<file path="src/verilog/fwl_consts.vh">
`ifndef FWL_CONSTS_VH
`define FWL_CONSTS_VH
// Opcodes, one byte each; a four-line command carries the same byte
`define FWL_OP_WR_SET      8'h06
`define FWL_OP_WR_CLR      8'h04
// Opcode clock counts per frame, single-line and four-line
`define FWL_OPCLK_SINGLE   4'h8
`define FWL_OPCLK_QUAD     4'h2
// Security flags register bit positions
`define FWL_SEC_PMS        7
`define FWL_SEC_EFAIL      6
`define FWL_SEC_PFAIL      5
`define FWL_SEC_ESUSP      3
`define FWL_SEC_PSUSP      2
`define FWL_SEC_LOCK       1
`define FWL_SEC_FACT       0
// Dummy-cycle select reset code and the count it gives
`define FWL_DSEL_RESET     2'b00
`define FWL_DUMMY_RESET    4'ha
// Operation kinds reported by the array engine
`define FWL_KIND_W         3
`define FWL_KIND_PROG      3'd0
`define FWL_KIND_ERASE     3'd1
`define FWL_KIND_SUSPEND   3'd2
`define FWL_KIND_RESUME    3'd3
`define FWL_KIND_SECWRITE  3'd4
`define FWL_KIND_OTHERWEL  3'd5
// Read types for dummy count lookup
`define FWL_RD_OUT         2'd0
`define FWL_RD_DUAL        2'd1
`define FWL_RD_QUAD        2'd2
`endif

</file>
<file path="src/verilog/fwl_opcode_rx.v">
`timescale 1ns/100ps
`include "fwl_consts.vh"
// Shifts in one opcode per frame and flags a clean one-opcode frame at
// chip-select rise. Pins arrive already synchronised.
module fwl_opcode_rx (
  input  wire       clk_i,
  input  wire       rst_n_i,
  input  wire       cs_n_i,
  input  wire       sclk_i,
  input  wire [3:0] io_i,
  input  wire       quad_i,
  output reg        done_o,
  output reg  [7:0] op_o
);
  reg       sclk_q;
  reg       cs_q;
  reg [7:0] sh_q;
  reg [3:0] cnt_q;
  wire      rise = sclk_i & ~sclk_q;
  wire [3:0] need = quad_i ? `FWL_OPCLK_QUAD : `FWL_OPCLK_SINGLE;

  ////////////////////////////////////////////////////////////////////////
  // Count edges; upper lines ignored in single-line mode
  always @(posedge clk_i or negedge rst_n_i) begin
    if (!rst_n_i) begin
      sclk_q <= 1'b0;
      cs_q   <= 1'b1;
      sh_q   <= 8'h00;
      cnt_q  <= 4'h0;
      done_o <= 1'b0;
      op_o   <= 8'h00;
    end else begin
      sclk_q <= sclk_i;
      cs_q   <= cs_n_i;
      done_o <= 1'b0;
      if (cs_n_i) begin
        // Only an exact opcode length counts; longer frames are dropped
        if (!cs_q && cnt_q == need) begin // RULE21
          done_o <= 1'b1;
          op_o   <= sh_q;
        end
        cnt_q <= 4'h0;
      end else if (rise) begin
        if (quad_i)
          sh_q <= {sh_q[3:0], io_i}; // RULE14
        else
          sh_q <= {sh_q[6:0], io_i[0]}; // RULE14
        if (cnt_q != 4'hf)
          cnt_q <= cnt_q + 4'h1; // Saturates so long frames stay invalid
      end
    end
  end
endmodule // fwl_opcode_rx

</file>
<file path="src/verilog/fwl_latch_security.v">
`timescale 1ns/100ps
`include "fwl_consts.vh"
// How it works
// RULE1: Dummy code picks count per read type
// RULE2: Erase fail sets flag; good erase clears
// RULE3: Program fail sets flag; good program clears
// RULE4: Erase suspend sets flag; resume clears it
// RULE5: Program suspend sets flag; resume clears it
// RULE6: Factory lock indicator is read-only bit0
// RULE7: Lockdown bit set once, then OTP frozen
// RULE8: Secured OTP mode blocks main array access
// RULE9: Security register bit layout, volatile zero default
// RULE10: Protect mode bit is one-time, default zero
// RULE11: Write enable command sets latch
// RULE12: Host enables writes before each change; dummy select and OTP writes here need no latch
// RULE13: Write enable frame is opcode only
// RULE14: Eight single or two quad opcode clocks
// RULE15: Write disable command clears latch
// RULE16: Write disable frame is opcode only
// RULE17: Reset and completions clear the latch; a resume completion here leaves it set
// RULE18: Latch low means program/erase ignored
// RULE19: Protected target ignored, latch cleared
// RULE20: New dummy code applies at next read
// RULE21: Only clean single-opcode frames decode
module fwl_latch_security #(
  parameter       FACTORY_LOCK = 1'b0, // Arbitrary strap value
  parameter [1:0] DSEL_RESET   = `FWL_DSEL_RESET
) (
  input  wire       CLK_I,
  input  wire       RSTN_I,
  input  wire       HW_RESET_N_I,
  input  wire       CS_N_I,
  input  wire       SCLK_I,
  input  wire [3:0] IO_I,
  input  wire       QUAD_MODE_I,
  // Array engine requests and completions
  input  wire       OP_REQ_I,
  input  wire       OP_PROTECTED_I,
  input  wire       OP_DONE_I,
  input  wire [2:0] OP_KIND_I,
  input  wire       OP_FAIL_I,
  input  wire       SEC_LOCK_REQ_I,
  input  wire       SEC_PMS_REQ_I,
  input  wire       OTP_WRITE_REQ_I,
  input  wire       OTP_MODE_I,
  input  wire       DSEL_WR_I,
  input  wire [1:0] DSEL_VAL_I,
  input  wire       READ_START_I,
  input  wire [1:0] READ_TYPE_I,
  output reg        OP_ACCEPT_O,
  output reg        OTP_WRITE_OK_O,
  output reg        ARRAY_ALLOW_O,
  output reg        WR_LATCH_O,
  output reg  [7:0] SEC_REG_O,
  output reg  [3:0] DUMMY_CYCLES_O
);
  // Reset release and pin synchronisers
  reg        rst_a_q;
  reg        rst_b_q;
  reg  [1:0] hw_s_q;
  reg  [1:0] cs_s_q;
  reg  [1:0] sc_s_q;
  reg  [3:0] io_a_q;
  reg  [3:0] io_b_q;
  wire       rst_n = rst_b_q;

  always @(posedge CLK_I or negedge RSTN_I) begin
    if (!RSTN_I) begin
      rst_a_q <= 1'b0;
      rst_b_q <= 1'b0;
    end else begin
      rst_a_q <= 1'b1;
      rst_b_q <= rst_a_q;
    end
  end

  ////////////////////////////////////////////////////////////////////////
  // Two flops on every pin; first stage feeds only the second
  always @(posedge CLK_I or negedge rst_n) begin
    if (!rst_n) begin
      hw_s_q <= 2'b11;
      cs_s_q <= 2'b11;
      sc_s_q <= 2'b00;
      io_a_q <= 4'h0;
      io_b_q <= 4'h0;
    end else begin
      hw_s_q <= {hw_s_q[0], HW_RESET_N_I};
      cs_s_q <= {cs_s_q[0], CS_N_I};
      sc_s_q <= {sc_s_q[0], SCLK_I};
      io_a_q <= IO_I;
      io_b_q <= io_a_q;
    end
  end

  wire       op_done;
  wire [7:0] op_code;

  fwl_opcode_rx u_rx (
    .clk_i   (CLK_I),
    .rst_n_i (rst_n),
    .cs_n_i  (cs_s_q[1]),
    .sclk_i  (sc_s_q[1]),
    .io_i    (io_b_q),
    .quad_i  (QUAD_MODE_I),
    .done_o  (op_done),
    .op_o    (op_code)
  );

  ////////////////////////////////////////////////////////////////////////
  // Dummy count lookup, shared by every read type
  function [3:0] dummy_count;
    input [1:0] sel;
    input [1:0] rt;
    begin
      case (rt)
        `FWL_RD_DUAL: dummy_count = (sel == 2'b11) ? 4'h4 :
                                    (sel == 2'b10) ? 4'h6 :
                                    (sel == 2'b01) ? 4'h8 : 4'ha;
        `FWL_RD_QUAD: dummy_count = (sel == 2'b11) ? 4'h6 :
                                    (sel == 2'b10) ? 4'h4 :
                                    (sel == 2'b01) ? 4'h8 : 4'ha;
        default:      dummy_count = (sel == 2'b11) ? 4'h8 :
                                    (sel == 2'b10) ? 4'h6 :
                                    (sel == 2'b01) ? 4'h8 : 4'ha;
      endcase
    end
  endfunction

  reg [1:0] dsel_q;
  reg       wlat_q;
  reg       efail_q;
  reg       pfail_q;
  reg       esusp_q;
  reg       psusp_q;
  reg       lock_q;
  reg       pms_q;
  reg       fact_q;

  wire hw_rst  = ~hw_s_q[1];
  wire done_p  = OP_DONE_I && OP_KIND_I == `FWL_KIND_PROG;
  wire done_e  = OP_DONE_I && OP_KIND_I == `FWL_KIND_ERASE;
  // Every completion but a resume drops the latch
  wire wlat_clr = (OP_DONE_I && OP_KIND_I != `FWL_KIND_RESUME) ||
                  (OP_REQ_I && (OP_PROTECTED_I || !wlat_q));

  ////////////////////////////////////////////////////////////////////////
  // Write enable latch; a request in the set cycle sees the old value
  always @(posedge CLK_I or negedge rst_n) begin
    if (!rst_n) begin
      wlat_q <= 1'b0; // RULE17
    end else if (hw_rst) begin
      wlat_q <= 1'b0; // RULE17
    end else if (op_done && op_code == `FWL_OP_WR_SET) begin
      wlat_q <= 1'b1; // RULE11
    end else if (op_done && op_code == `FWL_OP_WR_CLR) begin
      wlat_q <= 1'b0; // RULE15
    end else if (wlat_clr) begin
      wlat_q <= 1'b0; // RULE17 RULE19
    end
  end

  ////////////////////////////////////////////////////////////////////////
  // Status flags; failure only reports, never stops the engine
  always @(posedge CLK_I or negedge rst_n) begin
    if (!rst_n) begin
      efail_q <= 1'b0;
      pfail_q <= 1'b0;
      esusp_q <= 1'b0;
      psusp_q <= 1'b0;
    end else begin
      if (OP_REQ_I && OP_PROTECTED_I && wlat_q && OP_KIND_I ==
          `FWL_KIND_ERASE)
        efail_q <= 1'b1; // RULE2
      else if (done_e)
        efail_q <= OP_FAIL_I; // RULE2
      if (OP_REQ_I && OP_PROTECTED_I && wlat_q && OP_KIND_I ==
          `FWL_KIND_PROG)
        pfail_q <= 1'b1; // RULE3
      else if (done_p)
        pfail_q <= OP_FAIL_I; // RULE3
      // Suspend kind: the engine reports which operation was paused
      if (OP_DONE_I && OP_KIND_I == `FWL_KIND_SUSPEND) begin
        if (OP_FAIL_I)
          psusp_q <= 1'b1; // RULE5
        else
          esusp_q <= 1'b1; // RULE4
      end else if (OP_DONE_I && OP_KIND_I == `FWL_KIND_RESUME) begin
        esusp_q <= 1'b0; // RULE4
        psusp_q <= 1'b0; // RULE5
      end
    end
  end

  ////////////////////////////////////////////////////////////////////////
  // One-time lock and PMS bits: once set they stay set until reset clears them; dummy select stays rewritable
  always @(posedge CLK_I or negedge rst_n) begin
    if (!rst_n) begin
      lock_q <= 1'b0;
      pms_q  <= 1'b0; // RULE10
      fact_q <= 1'b0;
      dsel_q <= DSEL_RESET;
    end else begin
      fact_q <= FACTORY_LOCK; // RULE6
      if (SEC_LOCK_REQ_I && wlat_q && !lock_q)
        lock_q <= 1'b1; // RULE7
      if (SEC_PMS_REQ_I && wlat_q)
        pms_q <= 1'b1; // RULE10
      if (DSEL_WR_I)
        dsel_q <= DSEL_VAL_I;
    end
  end

  ////////////////////////////////////////////////////////////////////////
  // Registered outputs; dummy count latched at read start
  always @(posedge CLK_I or negedge rst_n) begin
    if (!rst_n) begin
      OP_ACCEPT_O    <= 1'b0;
      OTP_WRITE_OK_O <= 1'b0;
      ARRAY_ALLOW_O  <= 1'b0;
      WR_LATCH_O     <= 1'b0;
      SEC_REG_O      <= 8'h00;
      DUMMY_CYCLES_O <= `FWL_DUMMY_RESET;
    end else begin
      OP_ACCEPT_O    <= OP_REQ_I && wlat_q && !OP_PROTECTED_I
                        && !OTP_MODE_I; // RULE18 RULE19 RULE8
      OTP_WRITE_OK_O <= OTP_WRITE_REQ_I && !lock_q && !fact_q
                        && OTP_MODE_I; // RULE7
      ARRAY_ALLOW_O  <= !OTP_MODE_I; // RULE8
      WR_LATCH_O     <= wlat_q;
      SEC_REG_O      <= {pms_q, efail_q, pfail_q, 1'b0, esusp_q,
                         psusp_q, lock_q, fact_q}; // RULE9
      if (READ_START_I)
        DUMMY_CYCLES_O <= dummy_count(dsel_q, READ_TYPE_I); // RULE1 RULE20
    end
  end
endmodule // fwl_latch_security

</file>
<file path="config.mk">
export PLATFORM = sky130hd
export DESIGN_NAME = fwl_latch_security
export DESIGN_NICKNAME = d
export VERILOG_FILES = /design/src/verilog/fwl_opcode_rx.v /design/src/verilog/fwl_latch_security.v
export VERILOG_INCLUDE_DIRS = /design/src /design/src/verilog
export SDC_FILE = /design/constraint.sdc
export NUM_CORES = 1
export LEC_CHECK = 0
export BUFFER_PORTS_ARGS = -buffer_cell sky130_fd_sc_hd__buf_2
export CORE_UTILIZATION = 58
export DETAILED_ROUTE_END_ITERATION = 16
export PLACE_DENSITY = 0.83
export SETUP_SLACK_MARGIN = 0.4
export SKIP_LAST_GASP = 1
export SLEW_MARGIN = 0
export SYNTH_ARGS = -nofsm -noshare
export SYNTH_HDL_FRONTEND = slang
export SYNTH_SLANG_ARGS = --single-unit
</file>
<file path="constraint.sdc">
create_clock -name CLK_I -period 3.2 [get_ports CLK_I]
set_input_delay 0.32 -clock CLK_I [delete_from_list [all_inputs] [get_ports CLK_I]]
set_output_delay 0.32 -clock CLK_I [all_outputs]
set_load 0.02 [all_outputs]
</file>
==> flow_summary.ini, run 1 <==
[detailed_routing]
wire_per_inst_um = 13.7
ratio_of_routed_vias_to_standard_cells = 5.39
drt-pass1-iter-count = 4
drt-total-wl_um = 3840
route.detailed.drc = 0
drt.antenna.violating_nets = 0
vias = 1515
drt_iter0_markers = 185

[timing]
grt_setup_unrepaired = no
maxSlewHeadroom = 0.329
worst_slew_pin_slew_ns = 1.01
setup-violations-final = 0
finalHoldViolCount = 0
final.setup_skew_ns = 0.00697
period_share = 0.508
maxSlewViolCount = 0
final_critical_path_setup_slack_ns = 1.57
max_freq_ghz = 0.615
final_period_minus_worst_setup_slack_ns = 1.63
fin_setup_tns_ns = 0

[global_route]
grt_pass1_wl_um = 6420
first_global_vias = 1466
grt_overflow = 0
grtUsageTotal = 0.210
grt_max_degree = 50
initial_antenna_violation_count = 0

[setup_path]
cp_max_fo = 15
timing.reg2reg.setup_slack_ns = 1.57
worstPathRequired_ns = 3.42
worst_setup_path_start_kind = flip-flop
crit_path_end_kind = flip-flop
critPathSlowestCell = nor3b_2
cp_cell_sequence = nor3b_2, mux2_2
critical_path_class = flip-flop to flip-flop
cp.arrival_ns = 1.85
slowest_delay_ns = 0.68

[final_layout]
drive_gt1_frac = 0.326
stdcell_area_mm2 = 0.00277
area_delta_synth_final_pct = 17.6
diodes = 0
nNetsFinal = 262

[die]
io_pins = 43
die_area_mm2 = 0.00431
die_y_um = 65.7
floorplan_core_area_mm2 = 0.00377
initial_utilization = 0.624
fp.dieW_um = 65.7
floorplan.rows = 22

[logic_synthesis]
yosysMostFrequentCell = dfrtp_1
sequential_element_share_of_the_synthesized_area = 0.653
mappedNetlistArea_mm2 = 0.00235
yosys_warnings = 0
postSynthAreaPerCell_um2 = 13.2
synth.top_cell.area_share = 0.574
synth_largest_area_cell = dfrtp_1
synth_edf_count = 0
synth.cells.most_frequent = 54 x dfrtp_1, 18 x a21oi_1, 12 x nor2_1
synthesis.instances = 178
synthFlopType = dfrtp_1
postSynth.asyncResetShare = 1.00
yosys_register_bits = 61
yosys-top-cells-area = dfrtp_1 57%, dfstp_2 7.8%, mux2_2 4.8%, a21oi_1 3.8%, ha_1 3.7%
synth.distinct_cells = 37

[clocking]
htreeDepth = 3
clk_path_buf_depth = 2
cts_root_buffer = clkbuf_8
cts_tree = done
cts.reportedPaths.clkPinSlew_ns = 0.06
tritoncts.num_buffers = 9
postCtsSetupRepairBufs = 0
cts_num_sinks = 61
worst_skew_pair.late_latency_ns = 0.34
cts.repair.resized = 0
holdBufCountCts = 1

[power_and_ir_drop]
vdd_drop_max_v = 0.000366
p_per_area_mw_per_mm2 = 599
p_leak_nw = 1.37

[outcome]
status = complete, no violations

[place]
place_ws_ns = 1.59
port_buffers = 39
globalplace.congestion = 0.854
placed_area_mm2 = 0.00259
post-dp-hpwl_um = 2640

[job]
maxCapViolCount = 0

[hold_path]
hold_class = primary input to flip-flop
==> metrics by stage <==
step           total power, mW  hold WS, ns  std cells  utilization
5_1_grt                   1.73       0.0671        281        0.733
2_1_floorplan             1.03       0.0244        180            -
6_report                  1.66       0.0729        281        0.733
3_3_place_gp              1.09        0.106        264        0.687
3_5_place_dp              1.10        0.106        264        0.687
4_1_cts                   1.68       0.0615        281        0.733
==> path summary, 6_finish.rpt <==
check                           cells past startpoint         start            to
worst max-delay path                                2     cs_s_q[1]  u_rx.sh_q[0]
worst min-delay path                                1  HW_RESET_N_I     hw_s_q[0]
worst max register to register                      2     cs_s_q[1]  u_rx.sh_q[0]
worst min register to register                      0     io_a_q[2]     io_b_q[2]
max in group asynchronous                           1       rst_b_q     u_rx.cs_q
min in group asynchronous                           2        RSTN_I       rst_a_q
==> area by class of cell <==
cell class	instances	area, µm²
Clock buffer	14	153
Timing Repair Buffer	42	220
Multi-Input combinational cell	103	744
Fill cell	275	1010
Inverter	11	41.3
Tap cell	48	60.1
Sequential cell	61	1540
Clock inverter	2	10.0
==> per-layer routing <==
layer  vias up  GRT usage  wire [µm]
met5         -          0          0
met4         0      0.147        110
met3        10     0.0677        204
met2        52      0.328       1850
met1       733      0.243       1680
li1        720          -          -
==> flip-flops by register name, indices dropped and copies added, names as in the netlist, 2 cells and up <==
| signal | flops |
|---|---|
| u_rx.op_o | 8 |
| u_rx.cnt_q | 4 |
| sc_s_q | 2 |
| u_rx.sh_q | 8 |
| hw_s_q | 2 |
| cs_s_q | 2 |
| dsel_q | 2 |
| io_b_q | 4 |
| SEC_REG_O | 6 |
| io_a_q | 4 |
| DUMMY_CYCLES_O | 3 |
==> cells in the final DEF, fill, tap and decap left out, types with 2 or more instances in the layout <==
cell type,n
o22ai_1,2
o41ai_1,2
mux2_2,10
buf_2,39
conb_1,4
a31oi_1,2
nand3_1,4
clkbuf_8,10
o311ai_0,2
dfrtp_1,53
buf_4,2
and3b_1,2
nor2_1,12
a21oi_1,18
clkinv_2,2
clkbuf_1,4
dfstp_2,7
o21ai_0,6
inv_1,11
mux2i_1,7
a21o_1,2
nor4b_1,2
ha_1,7
nand2_1,6
==> critical path, delay by kind of cell (launching register included) <==
family,cells,cell delay [ns]
muxes,1,0.41
and+or+nand+nor,1,0.68
DFF,1,0.41
==> where the power goes <==
part | total [mW] | leakage [nW] | switching, mW | internal, mW
Combinational | 0.169 | 0.545 | 0.0886 | 0.0806
Clock | 0.571 | 0.0844 | 0.271 | 0.300
Sequential | 0.916 | 0.737 | 0.0614 | 0.855
Total | 1.66 | 1.37 | 0.421 | 1.24
==> kinds of logic after synthesis <==
family	count (synthesis)	share of synthesized area
DFF	61	0.653
AOI/OAI and AO/OA	38	0.101
and+or+nand+nor	37	0.0947
muxes	17	0.0777
buffers and inverters	16	0.0340
adders and majority gates	7	0.0372
other	2	0.00319
Note: power is estimated with default switching activity, not from simulation.
==> run 2, diff against run 1 <==
--- a/config.mk
+++ b/config.mk
@@ -7,9 +7,9 @@
 export NUM_CORES = 1
 export LEC_CHECK = 0
 export BUFFER_PORTS_ARGS = -buffer_cell sky130_fd_sc_hd__buf_2
-export CORE_UTILIZATION = 58
+export CORE_UTILIZATION = 54
 export DETAILED_ROUTE_END_ITERATION = 16
-export PLACE_DENSITY = 0.83
+export PLACE_DENSITY = 0.78
 export SETUP_SLACK_MARGIN = 0.4
 export SKIP_LAST_GASP = 1
 export SLEW_MARGIN = 0
==> constraint.sdc (replaced) <==
create_clock -name CLK_I -period 1.7 [get_ports CLK_I]
set_input_delay 0.17 -clock CLK_I [delete_from_list [all_inputs] [get_ports CLK_I]]
set_output_delay 0.17 -clock CLK_I [all_outputs]
set_load 0.02 [all_outputs]
==> run 2 against run 1 <==
First-iteration DRC count down 45%. Clock-buffer cell count down 3. Non-clock buffer count up 12. Register-to-register slack worse by 1.3 ns. Flip-flop and latch count unchanged. Critical path type unchanged.
==> flow_summary.ini, run 2 (same netlist as run 1, synthesis figures left out) <==
[die]
initial_utilization = 0.576
fp.dieW_um = 68
die_area_mm2 = 0.00462
die_y_um = 68
floorplan_core_area_mm2 = 0.00409
floorplan.rows = 23
io_pins = 43

[global_route]
grt_overflow = 0
grt_max_degree = 57
initial_antenna_violation_count = 0
grt_pass1_wl_um = 6550
first_global_vias = 1511
grtUsageTotal = 0.202

[detailed_routing]
ratio_of_routed_vias_to_standard_cells = 5.35
drt.antenna.violating_nets = 0
route.detailed.drc = 0
drt_iter0_markers = 102
drt-total-wl_um = 3980
vias = 1584
drt-pass1-iter-count = 4
wire_per_inst_um = 13.4

[final_layout]
layout_commonest_cell = dfrtp_1
nNetsFinal = 275
diodes = 0
area_delta_synth_final_pct = 27.1
mostFrequentLayoutCells = 50 x dfrtp_1, 39 x buf_2, 16 x a21oi_1, 12 x nor2_1
drive_gt1_frac = 0.386
largest_regs = u_rx.op_o: 8 flops, u_rx.sh_q: 8 flops, SEC_REG_O: 6 flops
num-fill-cells = 289

[job]
maxCapViolCount = 0

[power_and_ir_drop]
final_total_power_mw = 3.32
p_per_area_mw_per_mm2 = 1110
vdd_drop_max_v = 0.000738
p_leak_nw = 1.44

[timing]
setup-violations-final = 0
whs_ns = 0.0231
maxSlewViolCount = 0
final.setup_skew_ns = 0.00611
period_share = 0.818
max_freq_ghz = 0.719
fin_setup_tns_ns = 0
final_period_minus_worst_setup_slack_ns = 1.39
grt_setup_unrepaired = yes
finalHoldViolCount = 0

[outcome]
status = complete, no violations

[place]
post-dp-hpwl_um = 2390
port_buffers = 39
globalplace.congestion = 0.804

[hold_path]
hold_class = primary input to flip-flop
whs_endpoint = OP_ACCEPT_O
worstHoldStart = OP_PROTECTED_I
hold_crit_depth = 2

[clocking]
tritoncts.num_buffers = 9
cts_tree = done
cts_num_sinks = 61
worst_skew_pair.late_latency_ns = 0.33
clk_path_buf_depth = 2
cts.reportedPaths.clkPinSlew_ns = 0.07
cts_root_buffer = clkbuf_8
htreeDepth = 3

[setup_path]
reg2reg_depth = 3
cp_max_fo = 6
worst_setup_path_start_kind = flip-flop
timing.reg2reg.setup_slack_ns = 0.31
crit_path_end_kind = flip-flop
cp.arrival_ns = 1.60
r2r-end = u_rx.op_o[1]
r2r_start = u_rx.cnt_q[3]
critical_path_class = flip-flop to flip-flop
worstPathRequired_ns = 1.91
run 2: repair_timing:
item                                   4_1_cts  5_1_grt
hold buffers                                 9        0
setup endpoints to repair                   11       22
gates resized for setup                      7        8
gates cloned                                 1        1
endpoints found under the hold margin       10        0
setup buffers                                3        0
pin swaps                                    6        1
run 2: worst max-delay path by stage:
stage | from | depth (start not counted) | end | slack, ns
6_report | u_rx.cnt_q[3] | 3 | u_rx.op_o[1] | 0.31
5_1_grt | cs_s_q[1] | 3 | u_rx.op_o[1] | 0.26
4_1_cts | cs_s_q[1] | 3 | u_rx.op_o[1] | 0.31
3_5_place_dp | cs_s_q[1] | 3 | u_rx.op_o[0] | 0.24
3_3_place_gp | cs_s_q[1] | 3 | u_rx.op_o[3] | 0.27
2_1_floorplan | cs_s_q[1] | 3 | u_rx.op_o[0] | 0.34
run 2: area by class of cell:
class,count,area (µm²),area share
Clock buffer,11,141,0.0473
Multi-Input combinational cell,104,807,0.270
Timing Repair Buffer,54,347,0.116
Tap cell,50,62.6,0.0209
Sequential cell,61,1540,0.515
Inverter,11,41.3,0.0138
Clock inverter,5,50.0,0.0167
run 2: worst max-delay path, cell delays in order, from the launching register on:
cell and delay [ns]:
dfrtp_1 0.43, and3b_1 0.25, o21ai_4 0.22, mux2_2 0.36
run 2: routing by layer:
layer	routed length, µm	vias up	track usage
met2	1950	39	0.310
met3	166	8	0.0600
met4	76	0	0.133
met5	0	-	0
li1	-	748	-
met1	1780	789	0.247
run 2: where the power goes:
| part | internal [mW] | switching, mW |
|---|---|---|
| sequential | 1.61 | 0.101 |
| combinational | 0.180 | 0.194 |
| clock | 0.707 | 0.529 |
run 2: metrics by stage:
step | std cells | worst slack, ns | area, µm² | utilization
floorplan | 180 | 0.344 | 2370 | -
global placement | 266 | 0.270 | 2620 | 0.641
detailed placement | 266 | 0.241 | 2620 | 0.641
CTS | 295 | 0.315 | 2950 | 0.723
global route | 296 | 0.264 | 2990 | 0.731
finish | 296 | 0.310 | 2990 | 0.731
==> run 3, diff against run 2 <==
==> constraint.sdc (replaced) <==
create_clock -name CLK_I -period 1.3 [get_ports CLK_I]
set_input_delay 0.13 -clock CLK_I [delete_from_list [all_inputs] [get_ports CLK_I]]
set_output_delay 0.13 -clock CLK_I [all_outputs]
set_load 0.02 [all_outputs]
==> run 3 against run 2 <==
The run now ends with negative setup slack left. Sequential power rose by 34%. Die area stayed put. Setup slack got worse by 0.41 ns. Hold slack got worse by 0.013 ns. Clock-buffer cell count rose by 1. Via count grew 1.4%. Non-clock buffer count increased by 14. Combinational power is 79% higher. Core utilization rose by 8.7 points. Power grew 38%. Flip-flop and latch count unchanged. Largest cell class unchanged. Largest power group unchanged. Highest routed layer unchanged.
==> flow_summary.ini, run 3 (same netlist as run 1, synthesis figures left out) <==
[setup_path]
worstPathRequired_ns = 1.51
worst_setup_path_start_kind = flip-flop
cp-endpoint = u_rx.op_o[5]
cp_cell_sequence = and3b_1, o21ai_4, mux2_2
slowest_delay_ns = 0.41
timing.reg2reg.setup_slack_ns = -0.10
critPathSlowestCell = dfrtp_1
cp.arrival_ns = 1.61
cp_max_fo = 9
critical_path_cell_count = 3
critical_path.startpoint = u_rx.cnt_q[1]
worst_path_dominant_cell_family = flip-flops
r2r_start = u_rx.cnt_q[1]
crit_buf_inv = 0
reg2reg_depth = 3
crit_path_end_kind = flip-flop
r2r-end = u_rx.op_o[5]
critical_path_class = flip-flop to flip-flop

[global_route]
grt_max_degree = 33
grtUsageTotal = 0.218
first_global_vias = 1624
initial_antenna_violation_count = 0
grt_pass1_wl_um = 7110
grt_overflow = 0

[detailed_routing]
wire_per_inst_um = 15.0
drt-pass1-iter-count = 4
vias = 1606
drt-total-wl_um = 4640
drt_iter0_markers = 77
route.detailed.drc = 0
drt.antenna.violating_nets = 0
ratio_of_routed_vias_to_standard_cells = 5.20

[final_layout]
num-fill-cells = 212
final_util = 0.818
drive_gt1_frac = 0.498
largest_regs = u_rx.op_o: 8 flops, u_rx.sh_q: 8 flops, SEC_REG_O: 6 flops
mostFrequentLayoutCells = 49 x dfrtp_1, 26 x buf_2, 17 x buf_6, 13 x buf_4
area_delta_synth_final_pct = 42.2
layout_commonest_cell = dfrtp_1
diodes = 0
nNetsFinal = 288

[place]
globalplace.congestion = 0.772
post-dp-hpwl_um = 2680
place_ws_ns = -0.110
port_buffers = 39

[timing]
max_freq_ghz = 0.714
finalHoldViolCount = 0
final_critical_path_setup_slack_ns = -0.100
grt_setup_unrepaired = yes
period_share = 1.08
setup-violations-final = 9
final_period_minus_worst_setup_slack_ns = 1.40
whs_ns = 0.0104
maxSlewViolCount = 0
final.setup_skew_ns = 0.00784

[die]
io_pins = 43
initial_utilization = 0.576
floorplan.rows = 23
floorplan_core_area_mm2 = 0.00409
fp.dieW_um = 68
die_y_um = 68
die_area_mm2 = 0.00462

[clocking]
cts.reportedPaths.clkPinSlew_ns = 0.06
cts_root_buffer = clkbuf_8
cts_num_sinks = 61
tritoncts.num_buffers = 9
htreeDepth = 3
cts_tree = done
clk_path_buf_depth = 2
worst_skew_pair.late_latency_ns = 0.33

[job]
maxCapViolCount = 0

[outcome]
failing_checks = negative setup slack
status = complete, but fails checks

[power_and_ir_drop]
p_leak_nw = 1.56
vdd_drop_max_v = 0.000805
p_per_area_mw_per_mm2 = 1370

[hold_path]
hold_class = primary input to flip-flop
==> run 3: changes by cell type in the layout (fill, tap and decap cells not counted), sizes merged <==
cell | previous run | this run
buf | 44 | 56
clkinv | 4 | 2
clkinvlp | 0 | 1
dlygate4sd3 | 9 | 12
o21ai | 8 | 7
==> run 3: worst min-delay path by stage <==
stage	endpoint	depth (start not counted)	slack, ns	startpoint
2_1_floorplan	rst_a_q	0	-0.17	RSTN_I
3_3_place_gp	rst_a_q	1	-0.08	RSTN_I
3_5_place_dp	rst_a_q	1	-0.08	RSTN_I
4_1_cts	pms_q	2	0.002	SEC_PMS_REQ_I
5_1_grt	lock_q	2	0.02	SEC_LOCK_REQ_I
6_report	dsel_q[0]	3	0.01	DSEL_VAL_I[0]
==> run 3: repair_timing <==
item	4_1_cts	5_1_grt
setup endpoints to repair	38	39
resized for setup	35	32
hold endpoints to repair	12	0
buffers inserted	4	4
hold buffers	12	0
pin swaps	9	7
cloned	1	0
==> run 3: metal layers <==
metal | track usage | share of wire | vias up
met2 | 0.363 | 0.53 | 32
met3 | 0.0667 | 0.038 | 4
met1 | 0.264 | 0.43 | 797
met4 | 0.0885 | 0.0082 | 0
li1 | - | - | 773
met5 | 0 | 0 | -
==> run 3: where the power goes <==
group / leakage (nW) / internal [mW] / switching [mW] / total (mW)
Clock: 0.0964 / 0.932 / 0.687 / 1.62
Combinational: 0.731 / 0.358 / 0.311 / 0.669
Sequential: 0.732 / 2.11 / 0.183 / 2.29
==> run 3: worst reg2reg max path, delay by kind of cell (launching register included) <==
family / cells / cell delay [ns]
AND/OR/NAND/NOR: 1 / 0.20
flip-flops: 1 / 0.41
AO/OA/AOI/OAI: 1 / 0.28
multiplexers: 1 / 0.39
==> run 3: area by class of cell <==
| class | instances | area [µm²] | share of cell area |
|---|---|---|---|
| Clock buffer | 12 | 145 | 0.0434 |
| Clock inverter | 4 | 47.5 | 0.0142 |
| Inverter | 11 | 41.3 | 0.0123 |
| Multi-Input combinational cell | 103 | 965 | 0.288 |
| Sequential cell | 61 | 1540 | 0.462 |
| Tap cell | 50 | 62.6 | 0.0187 |
| Timing Repair Buffer | 68 | 539 | 0.161 |
==> run 3: per-stage QoR <==
step           std cells  setup TNS [ns]  instance area [µm²]  power [mW]
2_1_floorplan        180          -0.481                 2420        2.56
3_3_place_gp         272          -0.615                 2700        2.72
3_5_place_dp         272          -0.913                 2700        2.75
4_1_cts              305          -0.777                 3170        4.49
5_1_grt              309           -1.32                 3340        4.77
6_report             309          -0.708                 3340        4.58
